--- config.mk ---
export PLATFORM = sky130hd
export DESIGN_NAME = i2st_start_trig
export DESIGN_NICKNAME = d
export VERILOG_FILES = /design/src/i2st_pkg.sv /design/src/i2st_line_if.sv /design/src/i2st_line_mon.sv /design/src/i2st_start_trig.sv
export SDC_FILE = /design/constraint.sdc
export NUM_CORES = 1
export LEC_CHECK = 0
export BUFFER_PORTS_ARGS = -buffer_cell sky130_fd_sc_hd__buf_2
export CAP_MARGIN = 20
export CELL_PAD_IN_SITES_DETAIL_PLACEMENT = 0
export CELL_PAD_IN_SITES_GLOBAL_PLACEMENT = 1
export CORE_MARGIN = 5
export CORE_UTILIZATION = 47
export CTS_BUF_LIST = sky130_fd_sc_hd__clkbuf_8
export DETAILED_ROUTE_END_ITERATION = 10
export GPL_TIMING_DRIVEN = 1
export PLACE_DENSITY_LB_ADDON = 0.1
export SKIP_LAST_GASP = 1
export SLEW_MARGIN = 20
export SYNTH_ARGS = -nofsm -noshare
export SYNTH_HDL_FRONTEND = slang
export SYNTH_SLANG_ARGS = --single-unit
--- constraint.sdc ---
create_clock -name sys_clk -period 3.7 [get_ports sys_clk]
set_clock_uncertainty 0.15 [all_clocks]
set_input_delay 0.555 -clock sys_clk [delete_from_list [all_inputs] [get_ports sys_clk]]
set_output_delay 0.555 -clock sys_clk [all_outputs]
set_load 0.02 [all_outputs]
--- src/i2st_pkg.sv ---
// Constants, register map and state encoding of the start-condition trigger
package i2st_pkg;
  // Register byte addresses on the AXI4-Lite port
  localparam logic [3:0] OFF_CTRL = 4'h0;
  localparam logic [3:0] OFF_FLAG = 4'h4;
  localparam logic [3:0] OFF_RATE = 4'h8;
  // bus_control field positions
  localparam int CTRL_EN = 7;
  localparam int CTRL_REL = 6;
  localparam int CTRL_ACK = 2;
  localparam int CTRL_STT = 1;
  localparam int CTRL_SPT = 0;
  // flag_register field positions
  localparam int FLAG_STCF = 7;
  localparam int FLAG_BUSY = 6;
  localparam int FLAG_MST = 1;
  localparam int FLAG_RSVD = 0;
  // Reset values
  localparam logic [7:0] CTRL_RST = 8'h00;
  localparam logic [7:0] FLAG_RST = 8'h00;
  // Start hold time in ns and its cycle count at 200 MHz, rounded up
  localparam int HOLD_NS = 4000;
  localparam int CLK_PS = 5000;
  localparam int HOLD_CYC = (HOLD_NS * 1000 + CLK_PS - 1) / CLK_PS;
  localparam logic [15:0] RATE_RST = 16'(HOLD_CYC);
  // AXI responses
  localparam logic [1:0] RESP_OKAY = 2'h0;
  localparam logic [1:0] RESP_SLVERR = 2'h2;
  // Start sequencer states
  typedef enum logic [2:0] {
    ST_IDLE = 3'b000,
    ST_RS_SDA = 3'b001,
    ST_RS_SCL = 3'b010,
    ST_HOLD = 3'b011,
    ST_SCL = 3'b100
  } i2st_state_t;
endpackage

--- src/i2st_line_if.sv ---
// Synchronised bus lines and bus events passed from the monitor to the core
`timescale 1ns/100ps
interface i2st_line_if;
  logic scl_s;
  logic sda_s;
  logic start_det;
  logic stop_det;
  logic busy;
  modport mon (output scl_s, sda_s, start_det, stop_det, busy);
  modport core (input scl_s, sda_s, start_det, stop_det, busy);
endinterface

--- src/i2st_line_mon.sv ---
// Pin synchroniser and start/stop detector for the shared bus
`timescale 1ns/100ps
module i2st_line_mon
  import i2st_pkg::*;
(
  // Clock and reset
  input wire logic sys_clk,
  input wire logic reset_n,
  // Raw pins
  input wire logic scl_in,
  input wire logic sda_in,
  // To the core
  i2st_line_if.mon line
);
  logic [1:0] meta_q;
  logic [1:0] sync_q;
  logic [1:0] prev_q;
  logic busy_q;
  wire [1:0] raw = {scl_in, sda_in};

  // Two synchroniser flops and one edge flop per line; the first stage feeds only the second
  genvar i;
  generate
    for (i = 0; i < 2; i++) begin : g_sync
      always_ff @(posedge sys_clk or negedge reset_n) begin
        if (!reset_n) begin
          meta_q[i] <= 1'b1;
          sync_q[i] <= 1'b1;
          prev_q[i] <= 1'b1;
        end else begin
          meta_q[i] <= raw[i];
          sync_q[i] <= meta_q[i];
          prev_q[i] <= sync_q[i];
        end
      end
    end
  endgenerate

  // Data edges while the clock line stays high mark start and stop
  assign line.scl_s = sync_q[1];
  assign line.sda_s = sync_q[0];
  assign line.start_det = prev_q[1] & sync_q[1] & prev_q[0] & ~sync_q[0];
  assign line.stop_det = prev_q[1] & sync_q[1] & ~prev_q[0] & sync_q[0];
  assign line.busy = busy_q;

  // Bus owned by someone between a start and the next stop
  always_ff @(posedge sys_clk or negedge reset_n) begin
    if (!reset_n) begin
      busy_q <= 1'b0;
    end else if (line.start_det) begin
      busy_q <= 1'b1;
    end else if (line.stop_det) begin
      busy_q <= 1'b0;
    end
  end
endmodule

--- src/i2st_start_trig.sv ---
// Start-condition trigger with AXI4-Lite registers and open-drain line control
//
// How it works
// Trigger on free bus starts, becomes master
// Start: data falls while clock high
// After hold time, clock line driven low
// Busy bus, reservation on: wait, then start
// Busy bus, reservation off: failure flag, no start
// Master in wait: restart after wait release
// Software: no trigger mid master reception
// Software: set trigger in post-ninth wait
// Slave: trigger always reserves
// Software: never start and stop together
// Set trigger ignores further sets until cleared
// Failed set clears trigger after flag raised
// Arbitration loss clears trigger
// Generated start clears trigger
// Communication release write clears trigger
// Operation disable and reset clear trigger
// Read right after set returns 0
// Acknowledge enable holds data low ninth clock
// Hold time counted from rate register
// Arbitration lost: released high, sampled low
`timescale 1ns/100ps
module i2st_start_trig
  import i2st_pkg::*;
(
  // Clock and reset
  input wire logic sys_clk,
  input wire logic reset_n,
  // AXI4-Lite slave
  input wire logic [3:0] s_axi_awaddr,
  input wire logic s_axi_awvalid,
  output logic s_axi_awready,
  input wire logic [31:0] s_axi_wdata,
  input wire logic [3:0] s_axi_wstrb,
  input wire logic s_axi_wvalid,
  output logic s_axi_wready,
  output logic [1:0] s_axi_bresp,
  output logic s_axi_bvalid,
  input wire logic s_axi_bready,
  input wire logic [3:0] s_axi_araddr,
  input wire logic s_axi_arvalid,
  output logic s_axi_arready,
  output logic [31:0] s_axi_rdata,
  output logic [1:0] s_axi_rresp,
  output logic s_axi_rvalid,
  input wire logic s_axi_rready,
  // Open-drain bus pins
  input wire logic scl_in,
  output logic scl_out,
  output logic scl_oe,
  input wire logic sda_in,
  output logic sda_out,
  output logic sda_oe,
  // Rest of the controller
  input wire logic wait_state,
  input wire logic slave_mode,
  input wire logic ninth_clk,
  input wire logic tx_release,
  input wire logic data_sda_oe,
  input wire logic ctrl_scl_oe,
  output logic master_active,
  output logic wait_release,
  output logic stop_request,
  output logic start_done,
  output logic arb_lost
);
  i2st_line_if line ();
  i2st_state_t state_q, state_d;
  logic aw_have_q, w_have_q, bvalid_q, rvalid_q;
  logic [3:0] awaddr_q;
  logic [31:0] wdata_q;
  logic [3:0] wstrb_q;
  logic [1:0] bresp_q, rresp_q;
  logic [31:0] rdata_q;
  logic en_q, ack_en_q, resv_dis_q, stt_q, stt_seen_q, stcf_q, fail_pend_q, master_q;
  logic [15:0] rate_q;
  logic [15:0] cnt_q;
  logic [1:0] oe_hist_q;

  // Bus monitor: synchronised lines, start/stop events, busy
  i2st_line_mon u_mon (
    .sys_clk(sys_clk),
    .reset_n(reset_n),
    .scl_in(scl_in),
    .sda_in(sda_in),
    .line(line)
  );

  // Write decode; address and data may arrive in either order
  wire wr_fire = aw_have_q & w_have_q & ~bvalid_q;
  wire wr_lane = wstrb_q[0];
  wire wr_map = (awaddr_q == OFF_CTRL) | (awaddr_q == OFF_FLAG) | (awaddr_q == OFF_RATE);
  wire wr_ctrl = wr_fire & (awaddr_q == OFF_CTRL) & wr_lane;
  wire wr_flag = wr_fire & (awaddr_q == OFF_FLAG) & wr_lane;
  wire wr_rate = wr_fire & (awaddr_q == OFF_RATE);
  wire ar_fire = s_axi_arvalid & ~rvalid_q;
  wire rd_map = (s_axi_araddr == OFF_CTRL) | (s_axi_araddr == OFF_FLAG) | (s_axi_araddr == OFF_RATE);

  // Control bit requests from a bus_control write
  wire both_trig = wdata_q[CTRL_STT] & wdata_q[CTRL_SPT];
  wire stt_req = wr_ctrl & wdata_q[CTRL_STT] & ~both_trig;
  wire rel_req = wr_ctrl & wdata_q[CTRL_REL];
  wire stt_ok = stt_req & ~stt_q & en_q;
  wire other_busy = line.busy & ~master_q;
  wire stt_fail = stt_ok & other_busy & resv_dis_q & ~slave_mode;
  wire start_fin = (state_q == ST_HOLD) & (cnt_q == 16'h0000);
  wire launch_ok = stt_q & ~fail_pend_q & en_q;

  // Arbitration check only after our data driver has been off long enough to be seen
  wire arb_chk = master_q & tx_release & ~sda_oe & (oe_hist_q == 2'b00);
  wire arb_hit = arb_chk & line.scl_s & ~line.sda_s;
  wire abort = ~en_q | rel_req | arb_hit;
  wire stt_clr = abort | start_fin | fail_pend_q;

  // Read data; the trigger reads 0 until it has been held a cycle
  wire stt_rd = stt_q & stt_seen_q;
  wire [7:0] ctrl_rd = {en_q, 3'b000, 1'b0, ack_en_q, stt_rd, 1'b0};
  wire [7:0] flag_rd = {stcf_q, line.busy, 4'h0, master_q, resv_dis_q};
  wire [31:0] rd_mux = (s_axi_araddr == OFF_CTRL) ? {24'h000000, ctrl_rd} :
                       (s_axi_araddr == OFF_FLAG) ? {24'h000000, flag_rd} :
                       (s_axi_araddr == OFF_RATE) ? {16'h0000, rate_q} : 32'h00000000;

  // AXI handshakes are combinational, data and responses registered
  assign s_axi_awready = ~aw_have_q;
  assign s_axi_wready = ~w_have_q;
  assign s_axi_bvalid = bvalid_q;
  assign s_axi_bresp = bresp_q;
  assign s_axi_arready = ~rvalid_q;
  assign s_axi_rvalid = rvalid_q;
  assign s_axi_rdata = rdata_q;
  assign s_axi_rresp = rresp_q;

  // Write channel capture and response
  always_ff @(posedge sys_clk or negedge reset_n) begin
    if (!reset_n) begin
      aw_have_q <= 1'b0;
      w_have_q <= 1'b0;
      bvalid_q <= 1'b0;
      awaddr_q <= 4'h0;
      wdata_q <= 32'h00000000;
      wstrb_q <= 4'h0;
      bresp_q <= RESP_OKAY;
    end else begin
      if (s_axi_awvalid & ~aw_have_q) begin
        aw_have_q <= 1'b1;
        awaddr_q <= s_axi_awaddr;
      end
      if (s_axi_wvalid & ~w_have_q) begin
        w_have_q <= 1'b1;
        wdata_q <= s_axi_wdata;
        wstrb_q <= s_axi_wstrb;
      end
      if (wr_fire) begin
        aw_have_q <= 1'b0;
        w_have_q <= 1'b0;
        bvalid_q <= 1'b1;
        bresp_q <= wr_map ? RESP_OKAY : RESP_SLVERR;
      end else if (bvalid_q & s_axi_bready) begin
        bvalid_q <= 1'b0;
      end
    end
  end

  // Read channel, one cycle from address to data
  always_ff @(posedge sys_clk or negedge reset_n) begin
    if (!reset_n) begin
      rvalid_q <= 1'b0;
      rdata_q <= 32'h00000000;
      rresp_q <= RESP_OKAY;
    end else if (ar_fire) begin
      rvalid_q <= 1'b1;
      rdata_q <= rd_mux;
      rresp_q <= rd_map ? RESP_OKAY : RESP_SLVERR;
    end else if (rvalid_q & s_axi_rready) begin
      rvalid_q <= 1'b0;
    end
  end

  // Software settings: enable, acknowledge, reservation, hold-time rate
  always_ff @(posedge sys_clk or negedge reset_n) begin
    if (!reset_n) begin
      en_q <= CTRL_RST[CTRL_EN];
      ack_en_q <= CTRL_RST[CTRL_ACK];
      resv_dis_q <= FLAG_RST[FLAG_RSVD];
      rate_q <= RATE_RST;
    end else begin
      if (wr_ctrl) begin
        en_q <= wdata_q[CTRL_EN];
        ack_en_q <= wdata_q[CTRL_ACK];
      end
      if (wr_flag) begin
        resv_dis_q <= wdata_q[FLAG_RSVD];
      end
      if (wr_rate & wstrb_q[0]) begin
        rate_q[7:0] <= wdata_q[7:0];
      end
      if (wr_rate & wstrb_q[1]) begin
        rate_q[15:8] <= wdata_q[15:8];
      end
    end
  end

  // Trigger bit; a clear takes priority since it ends the attempt
  always_ff @(posedge sys_clk or negedge reset_n) begin
    if (!reset_n) begin
      stt_q <= CTRL_RST[CTRL_STT];
      stt_seen_q <= 1'b0;
      fail_pend_q <= 1'b0;
    end else begin
      stt_q <= stt_clr ? 1'b0 : (stt_q | stt_ok);
      stt_seen_q <= stt_q & ~stt_clr;
      fail_pend_q <= stt_fail;
    end
  end

  // Start failure flag; a new failure wins over the clearing retry
  always_ff @(posedge sys_clk or negedge reset_n) begin
    if (!reset_n) begin
      stcf_q <= FLAG_RST[FLAG_STCF];
    end else if (stt_fail) begin
      stcf_q <= 1'b1;
    end else if (stt_ok | ~en_q) begin
      stcf_q <= 1'b0;
    end
  end

  // Master ownership from our own start until stop, loss, release or disable
  always_ff @(posedge sys_clk or negedge reset_n) begin
    if (!reset_n) begin
      master_q <= 1'b0;
    end else if (start_fin & ~abort) begin
      master_q <= 1'b1;
    end else if (abort | line.stop_det) begin
      master_q <= 1'b0;
    end
  end

  // Start sequencer; a restart first frees data then clock before the start
  always_comb begin
    state_d = state_q;
    unique case (state_q)
      ST_IDLE: begin
        if (launch_ok & master_q & ~wait_state) begin
          state_d = ST_RS_SDA;
        end else if (launch_ok & ~master_q & ~line.busy & line.scl_s & line.sda_s) begin
          state_d = ST_HOLD;
        end
      end
      ST_RS_SDA: begin
        if (cnt_q == 16'h0000) begin
          state_d = ST_RS_SCL;
        end
      end
      ST_RS_SCL: begin
        if (cnt_q == 16'h0000) begin
          state_d = ST_HOLD;
        end
      end
      ST_HOLD: begin
        if (cnt_q == 16'h0000) begin
          state_d = ST_SCL;
        end
      end
      ST_SCL: begin
        if (ctrl_scl_oe) begin
          state_d = ST_IDLE;
        end
      end
      default: state_d = ST_IDLE;
    endcase
    if (abort) begin
      state_d = ST_IDLE;
    end
  end

  // Hold counter reloads from the rate setting on every state change
  always_ff @(posedge sys_clk or negedge reset_n) begin
    if (!reset_n) begin
      state_q <= ST_IDLE;
      cnt_q <= 16'h0000;
    end else begin
      state_q <= state_d;
      if (state_d != state_q) begin
        cnt_q <= rate_q;
      end else if (state_q == ST_RS_SCL & ~line.scl_s) begin
        cnt_q <= rate_q; // Clock may be stretched by a slave
      end else if (cnt_q != 16'h0000) begin
        cnt_q <= cnt_q - 16'h0001;
      end
    end
  end

  // Driver history so our own low is not mistaken for a lost bit
  always_ff @(posedge sys_clk or negedge reset_n) begin
    if (!reset_n) begin
      oe_hist_q <= 2'b00;
    end else begin
      oe_hist_q <= {oe_hist_q[0], sda_oe};
    end
  end

  // Line drivers: open drain, so outputs stay low and enables pull
  wire seq_sda = (state_q == ST_HOLD) | (state_q == ST_SCL);
  wire seq_scl = (state_q == ST_RS_SDA) | (state_q == ST_SCL);
  wire ack_drv = ack_en_q & en_q & ninth_clk;
  assign sda_out = 1'b0;
  assign scl_out = 1'b0;
  assign sda_oe = seq_sda | ack_drv | (data_sda_oe & ~(state_q == ST_RS_SDA) & ~(state_q == ST_RS_SCL));
  assign scl_oe = seq_scl | ctrl_scl_oe;

  // Handshakes to the rest of the controller
  assign master_active = master_q;
  assign wait_release = stt_ok & master_q & wait_state;
  assign stop_request = wr_ctrl & wdata_q[CTRL_SPT] & ~both_trig & master_q & en_q;
  assign start_done = start_fin & ~abort;
  assign arb_lost = arb_hit;

  // Checks against the trigger and the line sequence
  AST_START_ON_FREE: assert property (@(posedge sys_clk) disable iff (!reset_n)
    (state_q == ST_IDLE) & launch_ok & ~master_q & ~line.busy & line.scl_s & line.sda_s & ~abort
    |=> (state_q == ST_HOLD) & sda_oe & ~seq_scl)
    else $error("start not launched on a free bus");
  AST_SDA_BEFORE_SCL: assert property (@(posedge sys_clk) disable iff (!reset_n)
    $rose(state_q == ST_SCL) |-> $past(sda_oe) & ~$past(seq_scl))
    else $error("clock pulled low before data fell");
  AST_HOLD_TIME: assert property (@(posedge sys_clk) disable iff (!reset_n)
    (state_q == ST_HOLD) & (cnt_q != 16'h0000) & ~abort |=> ~seq_scl)
    else $error("clock pulled low before hold ended");
  AST_RESERVE_WAIT: assert property (@(posedge sys_clk) disable iff (!reset_n)
    stt_q & ~master_q & line.busy & (state_q == ST_IDLE) |=> (state_q == ST_IDLE) | ~stt_q)
    else $error("start issued while bus busy");
  AST_FAIL_FLAG: assert property (@(posedge sys_clk) disable iff (!reset_n)
    stt_fail |=> stcf_q & (state_q == ST_IDLE) ##1 ~stt_q & (state_q == ST_IDLE))
    else $error("failed trigger did not flag and clear");
  AST_SET_IGNORED: assert property (@(posedge sys_clk) disable iff (!reset_n)
    stt_q & stt_req |-> ~stt_ok)
    else $error("second trigger set accepted");
  AST_CLR_ON_ABORT: assert property (@(posedge sys_clk) disable iff (!reset_n)
    arb_hit | rel_req | ~en_q |=> ~stt_q & ~master_q & (state_q == ST_IDLE))
    else $error("trigger survived loss, release or disable");
  AST_CLR_AFTER_START: assert property (@(posedge sys_clk) disable iff (!reset_n)
    start_done |=> ~stt_q & master_q & (state_q == ST_SCL) & scl_oe)
    else $error("trigger not cleared after start");
  AST_READ_ZERO: assert property (@(posedge sys_clk) disable iff (!reset_n)
    $rose(stt_q) |-> ~stt_rd)
    else $error("trigger read as one right after set");
  AST_ACK_DRIVE: assert property (@(posedge sys_clk) disable iff (!reset_n)
    ack_en_q & en_q & ninth_clk |-> sda_oe)
    else $error("acknowledge not driven");
endmodule

# == Word-level counts from Yosys, hierarchy flattened ==
# Cells that the tools add are included.
# word_totals
register_bits,114
in_bits,59
word_cells,178
# classes
addsub,1
eq_ne,9
n_mux,31
n_bitwise,93
n_reduce_logical,14
# ops
op,count
$mux 16,6
$and 1x1->1,57
$mux 3,7
$not 1->1,20
$logic_not 16->1,1
$or 1x1->1,16
$reduce_bool 16->1,1
$sub 16x1->16 const B,1
$mux 1,15
$pmux 3 s5,1
$reduce_bool 2->1,7
$eq 4x3->1 const B,2
$eq 4x4->1 const B,2
$logic_not 4->1,2
$eq 3x2->1 const B,2
$mux 2,2
$eq 3x1->1 const B,1
$eq 3x3->1 const B,1
$logic_not 3->1,1
$ne 3x3->1,1
$reduce_bool 3->1,1
$logic_not 2->1,1

# == Logic depth before layout (Yosys ltp) ==
# Gate-level depths: netlist (run 1).
# depth
word_depth,15
ltp_mapped,10

# == By module ==
# From an unflattened synthesis (run 1), not the netlist that was laid out.
# unflattened
hier_cells,381
hier_area_um2,4488.1
# modules_own_cells
mod,n_inst,cells_per_inst,area_per_inst_um2,seq_area_each_um2
i2st_start_trig,1,367,4271.6,2230.9
i2st_line_mon,1,14,216.5,182.7

# == Worst setup path after synthesis (run 1) ==
# OpenSTA, ideal clock, no wires.
# synth_path
kind,input to register
start,input data_sda_oe
end,register cnt_q[10]
arrival_ps,2293
required_ps,3425
path_slack_ps,1131
cell_stages,9
n_path_buf,3
cell_sequence,or3b_1 -> o2111ai_2 -> o211ai_2 -> buf_6 -> nor4_1 -> o221a_1 -> buf_6 -> buf_12 -> mux2_4
# synth_via
elab_chain_cells,12
word_cells_on_any_way,13
# synth_rtl
item,line,text
from (decl),i2st_start_trig.sv:61,"input wire logic data_sda_oe,"
$and 1x1->1 (*) (2 in series),i2st_start_trig.sv:310,assign sda_oe = seq_sda | ack_drv | (data_sda_oe & ~(state_q == ST_RS_SDA) & ~(state_q == ST_RS_SCL));
$or 1x1->1 (*),i2st_start_trig.sv:310,
net sda_oe,i2st_start_trig.sv:55,"output logic sda_oe,"
$not 1->1 (*),i2st_start_trig.sv:112,wire arb_chk = master_q & tx_release & ~sda_oe & (oe_hist_q == 2'b00);
$and 1x1->1 (*) (2 in series),i2st_start_trig.sv:112,
$and 1x1->1 (*) (2 in series),i2st_start_trig.sv:113,wire arb_hit = arb_chk & line.scl_s & ~line.sda_s;
$or 1x1->1 (*),i2st_start_trig.sv:114,wire abort = ~en_q | rel_req | arb_hit;
$mux 3 (*),i2st_start_trig.sv:273,if (abort) begin
$ne 3x3->1 (*),i2st_start_trig.sv:285,if (state_d != state_q) begin
$reduce_bool 3->1 (no line) / $mux 16 (equally long branches),n/a,
to (signal assigned),i2st_start_trig.sv:286,cnt_q <= rate_q;
to (signal assigned),i2st_start_trig.sv:288,cnt_q <= rate_q;
to (signal assigned),i2st_start_trig.sv:290,cnt_q <= cnt_q - 16'h0001;
to (decl),i2st_start_trig.sv:79,logic [15:0] cnt_q;
# The timed path passes the listed nets; every way through them passes the cells marked *.
# A chain may end at the register's enable or synchronous reset.

# == Final worst setup path (run 1) ==
# layout_path
start,register cnt_q[7]
end,output start_done
# layout_via
elab_chain_cells,3
# layout_rtl
item,line,text
$logic_not 16->1,i2st_start_trig.sv:108,wire start_fin = (state_q == ST_HOLD) & (cnt_q == 16'h0000);
$and 1x1->1,i2st_start_trig.sv:108,
$and 1x1->1,i2st_start_trig.sv:317,assign start_done = start_fin & ~abort;
to (decl),i2st_start_trig.sv:66,"output logic start_done,"
# No other way between the ends.

==> tab_implementation.tex, run 1 <==
\begin{tabular}{lr}
\hline
Metric & Value \\
\hline
\multicolumn{2}{l}{\textbf{Outcome}} \\
\quad Result of the run & finished, final reports clean \\
\multicolumn{2}{l}{\textbf{Drt}} \\
\quad Detailed Route Iter0 Violations & 110 \\
\quad Count of vias placed by the detailed router & 2985 \\
\quad Total length of routed wires & 9050 um \\
\quad DRC errors left & 0 \\
\quad Antenna viol nets, final & 0 \\
\quad Ratio of routed vias to standard cells & 5.10 \\
\quad WL/cell & 15.5 um \\
\quad Drt pass-1 iters & 4 \\
\multicolumn{2}{l}{\textbf{CTS}} \\
\quad Htree depth & 3 \\
\quad TritonCTS clock tree & done \\
\quad Number of buffers inserted for hold repair after clock tree synthesis & 0 \\
\quad Clock-pin slew reported for the worst setup and hold paths after clock tree synthesis & 0.10 ns \\
\quad Clk Latency, worst-skew pair & about 0.35 ns \\
\quad Number of buffers added by the clock tree synthesis step & 9 \\
\quad Root buf cell & sky130\_fd\_sc\_hd\_\_clkbuf\_8 \\
\quad Setup Fix Bufs, Post-CTS & 0 \\
\quad Buffer depth of the longest clock path & 2 \\
\quad Gates resized, CTS repair & 0 \\
\quad Number of clock sinks & 96 \\
\multicolumn{2}{l}{\textbf{Pwr}} \\
\quad Power density relative to cell area & 649 nW/um2 \\
\quad Reported leakage power & 2.42 nW \\
\quad Worst supply voltage drop on vdd & 0.000312 V \\
\multicolumn{2}{l}{\textbf{Finish}} \\
\quad NumNets Final & approximately 500 \\
\quad Top library cells by usage in the layout, fill and taps aside & 87 x sky130\_fd\_sc\_hd\_\_dfrtp\_1, 69 x sky130\_fd\_sc\_hd\_\_buf\_2, 47 x sky130\_fd\_sc\_hd\_\_mux2\_2, 34 x sky130\_fd\_sc\_hd\_\_nor2\_1, 21 x sky130\_fd\_sc\_hd\_\_nand2\_1 \\
\quad Layout overhead on the synthesized area & 12.8\% \\
\quad Fraction of layout cells with a size suffix above 1 & a little over a third \\
\quad Commonest non-fill, non-tap cell in the layout & sky130\_fd\_sc\_hd\_\_dfrtp\_1 \\
\quad Final core utilization & 54.6\% \\
\quad Diode insertion count for antenna repair & 0 \\
\quad Number of inserted filler cells in the final layout & 852 \\
\quad Area of the multi-input gates & 1850 um2 \\
\quad Number of standard cells in the layout, taps in and fillers out & 585 \\
\quad Sequential standard cell area & approximately 2400 um2 \\
\multicolumn{2}{l}{\textbf{Die}} \\
\quad Starting Density & 48.5\% \\
\quad Std-Cell Core Area & 9280 um2 \\
\quad Die height & 108 um \\
\quad Die footprint & 11600 um2 \\
\quad Die width & 108 um \\
\quad Top-level I/O count & 109 \\
\quad Site row count & 35 \\
\multicolumn{2}{l}{\textbf{Setup path}} \\
\quad Ordered list of cells on the worst path & nor4\_2 -> nand2\_1 -> nor2\_1 -> nand3\_1 -> nor2\_1 -> buf\_2 \\
\quad Dominant cell type by count on the critical path & sky130\_fd\_sc\_hd\_\_nor2\_1 \\
\quad Crit path largest cell delay & 0.45 ns \\
\quad Sort of element at the end of the critical path & output pin \\
\quad Top fanout value on the critical path & 6 \\
\quad Type of the worst setup path & register to output pin \\
\quad Worst EP arrival & 2.19 ns \\
\quad Critical path required time & 2.99 ns \\
\quad Critical Path Start Type & register \\
\quad Worst-path cell with the longest stage delay & sky130\_fd\_sc\_hd\_\_nor4\_2 \\
\multicolumn{2}{l}{\textbf{STA}} \\
\quad Number of failing setup endpoints in the final timing report & 0 \\
\quad RSZ-0062 raised after global routing & no \\
\quad Transition at the pin with the smallest max-transition slack & 0.713 ns \\
\quad Shortest period the worst path allows & 2.89 ns \\
\quad Tcrit/Tclk final & 78.2\% \\
\quad Worst slew margin relative to its limit & between 50\% and 60\% \\
\quad Final number of max-transition violations & 0 \\
\quad Achievable clock frequency & between 0.3 and 0.4 GHz \\
\quad Total negative slack & 0 ns \\
\quad Final-report hold violation count & 0 \\
\multicolumn{2}{l}{\textbf{Yosys}} \\
\quad Synth warnings & 0 \\
\quad Sequential fraction of the synthesis area & a little over half \\
\quad Count of state elements after synthesis & 96 \\
\quad Post-synth EDFFs & 0 \\
\quad Mean Syn Cell Area & 11.9 um2 \\
\quad Number of distinct library cells after synthesis & between 50 and 60 \\
\quad Cells after synthesis & 379 \\
\quad Cell Area, Synth & around 4500 um2 \\
\quad Async S/R FF share, synth & 100\% \\
\quad Commonest register cell after synthesis & sky130\_fd\_sc\_hd\_\_dfrtp\_1 \\
\multicolumn{2}{l}{\textbf{Global routing}} \\
\quad Wire length of the first global-routing pass & 15100 um \\
\quad Overall global routing resource usage & 16.5\% \\
\quad Pin count of the biggest net entering global routing & 57 \\
\quad Via count of the first global-routing pass & 3062 \\
\quad Initial antenna violation count & 0 \\
\quad Remaining global-route overflow & 0 \\
\multicolumn{2}{l}{\textbf{Placed design}} \\
\quad Number of buffers inserted by port buffering & 70 \\
\quad Placer congestion estimate & 0.793 \\
\quad Cell total after placement & 569 \\
\quad Placed wire-length estimate after detailed placement & roughly 6700 um \\
\multicolumn{2}{l}{\textbf{Hold path}} \\
\quad Worst min-delay path category & input port to async pin \\
\multicolumn{2}{l}{\textbf{Flow run}} \\
\quad Count of max-cap constraint violations & 0 \\
\hline
\end{tabular}
-- kinds of logic after synthesis --
logic type / Yosys count / share of synthesized area [%]
buffers and inverters: 49 / 6.73
DFF: 96 / 53.6
adders and majority gates: 2 / 0.556
xor gates and xnor gates: 13 / 2.53
other: 1 / 0.0833
and+or+nand+nor: 106 / 12.4
AOI/OAI and AO/OA: 51 / 8.04
muxes: 61 / 16.0
-- area by class of cell --
class / instances / area share, %
well taps: 129 / 3.18
clock buffers: 9 / 2.44
multi-input cells: 253 / 36.5
clock inverters: 7 / 1.23
flip-flops and latches: 96 / 47.6
inverters: 14 / 1.04
repair buffers: 77 / 7.99
-- worst max-delay path, delay by kind of cell (launching register included) --
family	cells	cell delay (ns)
DFF	1	0.43
buffers and inverters	1	0.17
and+or+nand+nor	5	1.23
-- synth_stat cells, drive strengths merged, types with 2 or more instances --
cell type  instances  area, um2
a21o               2       15.0
a21oi             10       50.1
a22o              11       96.3
a22oi              2       15.0
and3b              2       17.5
buf               27        219
clkbuf             8       31.3
dfrtp             87       2180
dfstp              9        236
ha                 2       25.0
inv               14       52.6
mux2              59        702
mux2i              2       20.0
nand2             21       78.8
nand3              9       45.0
nand3b             2       15.0
nand4              3       18.8
nand4b             2       17.5
nor2              35        134
nor2b              4       25.0
nor3               6       30.0
nor3b              2       15.0
nor4               8       62.6
nor4b              2       23.8
nor4bb             2       20.0
o21a               2       15.0
o21ai             12       60.1
o31ai              2       15.0
or3                3       18.8
xnor2              7       61.3
xor2               6       52.6
-- registers in the layout, indices dropped and copies added (netlist names), 2 cells and up --
register,flops
cnt_q,16
rate_q,16
s_axi_rdata,16
wdata_q,16
awaddr_q,4
state_q,3
oe_hist_q,2
u_mon.meta_q,2
u_mon.prev_q,2
wstrb_q,2
-- layer usage --
| metal | up-vias | part of all wire [%] | track usage [%] |
|---|---|---|---|
| met4 | 0 | 0.93 | 3.97 |
| met1 | 1468 | 48 | 22.7 |
| li1 | 1441 | - | - |
| met2 | 68 | 46 | 26.4 |
| met3 | 8 | 4.6 | 3.90 |
| met5 | - | 0 | 0 |
-- power breakdown --
group	switching, mW	total, mW	internal [mW]	leakage, nW
clock	0.386	0.643	0.257	0.0859
sequential	0.274	1.64	1.36	1.21
combinational	0.468	1.01	0.545	1.13
total	1.13	3.29	2.17	2.42
-- worst paths after layout --
kind                                                start                         end  slack [ns]  cells after the start
worst max-delay path                 cnt_q[7]$_DFFE_PN0P_                  start_done        0.81                      6
worst min-delay path                              reset_n    s_axi_bvalid$_DFFE_PN0P_        0.08                      1
worst max register to register    awaddr_q[1]$_DFFE_PN0P_        cnt_q[5]$_DFFE_PN0P_        0.97                      7
worst min register to register  u_mon.meta_q[0]$_DFF_PN1_  u_mon.line.sda_s$_DFF_PN1_        0.21                      0
max in group asynchronous                         reset_n  u_mon.line.scl_s$_DFF_PN1_        2.51                      2
min in group sys_clk                               sda_in   u_mon.meta_q[0]$_DFF_PN1_        0.14                      1
-- stage by stage --
stage                     power [mW]  worst slack [ns]  hold WS (ns)  area [um2]
after floorplan                 2.44              1.13         0.109        4570
after global placement          2.65             0.916         0.195        4890
after detailed placement        2.69             0.897         0.197        4890
after CTS                       3.34             0.797        0.0995        5070
after global routing            3.52             0.600         0.118        5070
final                           3.29             0.806        0.0784        5070
Note: power is estimated with default switching activity, not from simulation.
==> run 2: changes to the inputs <==
--- a/config.mk
+++ b/config.mk
@@ -5,12 +5,13 @@
 export SDC_FILE = /design/constraint.sdc
 export NUM_CORES = 1
 export LEC_CHECK = 0
+export ABC_AREA = 1
 export BUFFER_PORTS_ARGS = -buffer_cell sky130_fd_sc_hd__buf_2
 export CAP_MARGIN = 20
 export CELL_PAD_IN_SITES_DETAIL_PLACEMENT = 0
 export CELL_PAD_IN_SITES_GLOBAL_PLACEMENT = 1
 export CORE_MARGIN = 5
-export CORE_UTILIZATION = 47
+export CORE_UTILIZATION = 37
 export CTS_BUF_LIST = sky130_fd_sc_hd__clkbuf_8
 export DETAILED_ROUTE_END_ITERATION = 10
 export GPL_TIMING_DRIVEN = 1
==> constraint.sdc (replaced) <==
create_clock -name sys_clk -period 2.65 [get_ports sys_clk]
set_clock_uncertainty 0.15 [all_clocks]
set_input_delay 0.3975 -clock sys_clk [delete_from_list [all_inputs] [get_ports sys_clk]]
set_output_delay 0.3975 -clock sys_clk [all_outputs]
set_load 0.02 [all_outputs]
==> run 2 against run 1 <==
  * Worst hold slack got worse by 0.039 ns
  * Final cell count is 35% higher
  * First-iteration DRC count is 22% higher
  * Routed wire length grew 20%
  * Clock power rose by 70%
  * Total power up 24%
  * Sequential power up 28%
  * Sequential share of layout area shrank 3.6 points
  * Design area grew 8.2%
  * Combinational power down 10%
  * Non-clock buffer count increased by 5
  * Critical path type unchanged
  * Largest power group unchanged
==> tab_implementation.tex, run 2 <==
\begin{tabular}{lr}
\hline
Metric & Value \\
\hline
\multicolumn{2}{l}{\textbf{Yosys}} \\
\quad Post-synth EDFFs & 0 (unchanged) \\
\quad Number of distinct library cells after synthesis & 39 (-30\%) \\
\quad Synth warnings & 0 (unchanged) \\
\quad Mean Syn Cell Area & 8.77 um2 (-26\%) \\
\quad Cells after synthesis & 534 (+41\%) \\
\quad Commonest register cell after synthesis & sky130\_fd\_sc\_hd\_\_dfrtp\_1 \\
\quad Async S/R FF share, synth & 100\% (unchanged) \\
\quad Top cells by count, synth & 118 x sky130\_fd\_sc\_hd\_\_nand2\_1, 87 x sky130\_fd\_sc\_hd\_\_dfrtp\_1, 54 x sky130\_fd\_sc\_hd\_\_inv\_1, 46 x sky130\_fd\_sc\_hd\_\_nor2\_1, 33 x sky130\_fd\_sc\_hd\_\_nand3\_1 \\
\quad Leading post-synthesis cells by cell area & sky130\_fd\_sc\_hd\_\_dfrtp\_1 46\%, sky130\_fd\_sc\_hd\_\_nand2\_1 9.5\%, sky130\_fd\_sc\_hd\_\_dfstp\_2 5.0\% \\
\quad Fraction of post-synthesis cell area in the top cell type by area & 46.5\% (-1.9 points) \\
\quad Most common cell in the synthesized netlist & sky130\_fd\_sc\_hd\_\_nand2\_1 \\
\quad Count of state elements after synthesis & 96 (unchanged) \\
\quad Sequential fraction of the synthesis area & 51.5\% (-2.1 points) \\
\quad Cell Area, Synth & 4680 um2 (+4.1\%) \\
\quad Area leader, netlist & sky130\_fd\_sc\_hd\_\_dfrtp\_1 \\
\multicolumn{2}{l}{\textbf{Placed design}} \\
\quad Placed wire-length estimate after detailed placement & 7950 um (+18\%) \\
\quad Number of buffers inserted by port buffering & 70 (unchanged) \\
\quad Placer congestion estimate & 0.767 (-3.3\%) \\
\quad Cell area after placement & 5170 um2 (+5.7\%) \\
\multicolumn{2}{l}{\textbf{Global routing}} \\
\quad GR Layer Usage met2 & 24.5\% (-1.9 points) \\
\quad Pin count of the biggest net entering global routing & 47 (-18\%) \\
\quad GR met3 Demand/Resource & 3.36\% (-0.54 points) \\
\quad Via count of the first global-routing pass & 3499 (+14\%) \\
\quad Met1 capacity usage during global routing & 20.9\% (-1.9 points) \\
\quad Busiest layer in global routing & met2 \\
\quad Remaining global-route overflow & 0 (unchanged) \\
\quad Wire length of the first global-routing pass & 17800 um (+18\%) \\
\quad Initial antenna violation count & 0 (unchanged) \\
\quad Overall global routing resource usage & 15.4\% (-1.1 points) \\
\multicolumn{2}{l}{\textbf{Drt}} \\
\quad Drt pass-1 iters & 4 (unchanged) \\
\quad Total length of routed wires & 10800 um (+20\%) \\
\quad Detailed Route Iter0 Violations & 134 (+22\%) \\
\quad Ratio of routed vias to standard cells & 4.47 (-12\%) \\
\quad Antenna viol nets, final & 0 (unchanged) \\
\quad WL/cell & 13.7 um (-11\%) \\
\quad Count of vias placed by the detailed router & 3526 (+18\%) \\
\quad DRC errors left & 0 (unchanged) \\
\multicolumn{2}{l}{\textbf{STA}} \\
\quad Final number of max-transition violations & 0 (unchanged) \\
\quad Achievable clock frequency & 0.402 GHz \\
\quad Worst hold slack & 0.0397 ns (-0.0388 ns) \\
\quad Number of failing setup endpoints in the final timing report & 0 (unchanged) \\
\quad Tcrit/Tclk final & a little over nine tenths \\
\quad Transition at the pin with the smallest max-transition slack & 0.767 ns (+0.0536 ns) \\
\quad Final-report hold violation count & 0 (unchanged) \\
\quad Total negative slack & 0 ns (unchanged) \\
\quad Shortest period the worst path allows & 2.49 ns \\
\quad Worst slew margin relative to its limit & 48.5\% (-3.8 points) \\
\multicolumn{2}{l}{\textbf{CTS}} \\
\quad TritonCTS clock tree & done \\
\quad Buffer depth of the longest clock path & 2 (unchanged) \\
\quad Clock-pin slew reported for the worst setup and hold paths after clock tree synthesis & 0.09 ns (about the same) \\
\quad Number of clock sinks & 96 (unchanged) \\
\quad Htree depth & 3 (unchanged) \\
\quad Clk Latency, worst-skew pair & 0.38 ns (+0.03 ns) \\
\quad Root buf cell & sky130\_fd\_sc\_hd\_\_clkbuf\_8 \\
\quad Number of buffers added by the clock tree synthesis step & 9 (unchanged) \\
\multicolumn{2}{l}{\textbf{Setup path}} \\
\quad Top fanout value on the critical path & 4 (-2) \\
\quad Critical Path Start Type & register \\
\quad Type of the worst setup path & register to output pin \\
\quad Sort of element at the end of the critical path & output pin \\
\quad Critical path required time & 2.10 ns (-0.89 ns) \\
\quad Worst EP arrival & 1.94 ns (-0.25 ns) \\
\multicolumn{2}{l}{\textbf{Finish}} \\
\quad Fraction of layout cells with a size suffix above 1 & 28.5\% (-8.1 points) \\
\quad Diode insertion count for antenna repair & 0 (unchanged) \\
\quad Layout overhead on the synthesized area & 17.2\% \\
\quad Final core utilization & 43.9\% (-11 points) \\
\quad Non-Filler Cell Area, Final & 5490 um2 (+8.2\%) \\
\quad NumNets Final & 673 (+31\%) \\
\quad Top library cells by usage in the layout, fill and taps aside & 117 x sky130\_fd\_sc\_hd\_\_nand2\_1, 87 x sky130\_fd\_sc\_hd\_\_dfrtp\_1, 67 x sky130\_fd\_sc\_hd\_\_buf\_2, 52 x sky130\_fd\_sc\_hd\_\_inv\_1, 42 x sky130\_fd\_sc\_hd\_\_nor2\_1 \\
\quad Commonest non-fill, non-tap cell in the layout & sky130\_fd\_sc\_hd\_\_nand2\_1 \\
\multicolumn{2}{l}{\textbf{Pwr}} \\
\quad Worst supply voltage drop on vdd & 0.000401 V (+29\%) \\
\quad Final total power & 4.10 mW (+24\%) \\
\quad Reported leakage power & 2.85 nW (+18\%) \\
\quad Power density relative to cell area & 747 nW/um2 (+15\%) \\
\multicolumn{2}{l}{\textbf{Die}} \\
\quad Site row count & 41 (+17\%) \\
\quad Starting Density & 37.4\% (-11 points) \\
\quad Top-level I/O count & 109 (unchanged) \\
\quad Std-Cell Core Area & 12500 um2 (+35\%) \\
\quad Die height & 123 um (+14\%) \\
\quad Die width & 123 um (+14\%) \\
\quad Die footprint & 15000 um2 (+29\%) \\
\multicolumn{2}{l}{\textbf{Outcome}} \\
\quad Result of the run & finished, final reports clean \\
\multicolumn{2}{l}{\textbf{Flow run}} \\
\quad Count of max-cap constraint violations & 0 (unchanged) \\
\multicolumn{2}{l}{\textbf{Hold path}} \\
\quad Worst min-delay path category & input port to register \\
\hline
\end{tabular}
==> run 2: cell count changes after synthesis, sizes merged, moves of 12 or more <==
cell	previous run	this run
a21oi	10	22
inv	14	57
mux2	59	5
nand2	21	139
nand3	9	36
nor2	35	56
o21ai	12	43
==> run 2: logic make-up (layout without fill, tap and decap cells) <==
family	Yosys count	after routing	synth area share, %
simple gates	255	255	25.5
flops	96	96	51.5
buf+inv	91	155	9.54
compound gates	72	72	9.35
xor+xnor	12	12	2.24
mux	5	5	1.20
fa+ha+maj	2	2	0.534
other cells	1	20	0.0801
==> run 2: power breakdown <==
group	internal, mW	leakage (nW)	switching (mW)	total, mW
combinational	0.319	1.53	0.589	0.908
sequential	1.83	1.21	0.275	2.10
clock	0.533	0.107	0.553	1.09
total	2.68	2.85	1.42	4.10
==> run 2: layout make-up <==
class / instances / area (um2)
Clock buffer: 9 / 124
Clock inverter: 7 / 96.3
Fill cell: 1313 / 7030
Inverter: 57 / 214
Multi-Input combinational cell: 366 / 1940
Sequential cell: 96 / 2410
Tap cell: 172 / 215
Timing Repair Buffer: 82 / 484
==> run 2: final timing paths <==
path                                            from                          to  slack, ns  depth (start not counted)
max                         s_axi_bvalid$_DFFE_PN0P_                wait_release       0.16                          7
min                                     s_axi_bready    s_axi_bvalid$_DFFE_PN0P_       0.04                          2
max reg2reg                     cnt_q[1]$_DFFE_PN0P_        cnt_q[1]$_DFFE_PN0P_       0.40                         16
min reg2reg                u_mon.meta_q[0]$_DFF_PN1_  u_mon.line.sda_s$_DFF_PN1_       0.21                          0
max in group asynchronous                    reset_n        cnt_q[5]$_DFFE_PN0P_       1.22                          3
min in group asynchronous                    reset_n     awaddr_q[0]$_DFFE_PN0P_       0.43                          2
==> run 2: worst max-delay path: stages, from the launching register on <==
cell and delay [ns]:
sky130_fd_sc_hd__dfrtp_1 0.40, sky130_fd_sc_hd__inv_2 0.07, sky130_fd_sc_hd__nand4_1 0.16, sky130_fd_sc_hd__nor2_4 0.19
sky130_fd_sc_hd__inv_2 0.08, sky130_fd_sc_hd__nor4_4 0.26, sky130_fd_sc_hd__nor3b_2 0.24, sky130_fd_sc_hd__buf_4 0.17
==> run 2: timing repair <==
action                                  4_1_cts  5_1_grt
endpoints found under the hold margin        40        0
endpoints found under the setup margin        2        2
hold buffers                                  3        0
setup buffers                                 0        2
pin swaps                                     0        3
gates resized for setup                       3       14
==> run 2: stage by stage <==
stage,worst slack [ns],instances
after floorplan,0.400,553
after global placement,0.343,768
after detailed placement,0.282,768
after CTS,-0.0227,787
after global routing,-0.0111,789
final,0.163,789
==> run 2: layer usage <==
| layer | vias to the layer above | wire (um) |
|---|---|---|
| met5 | - | 0 |
| met4 | 0 | 176 |
| met3 | 13 | 396 |
| met2 | 59 | 5010 |
| met1 | 1632 | 5230 |
| li1 | 1822 | - |
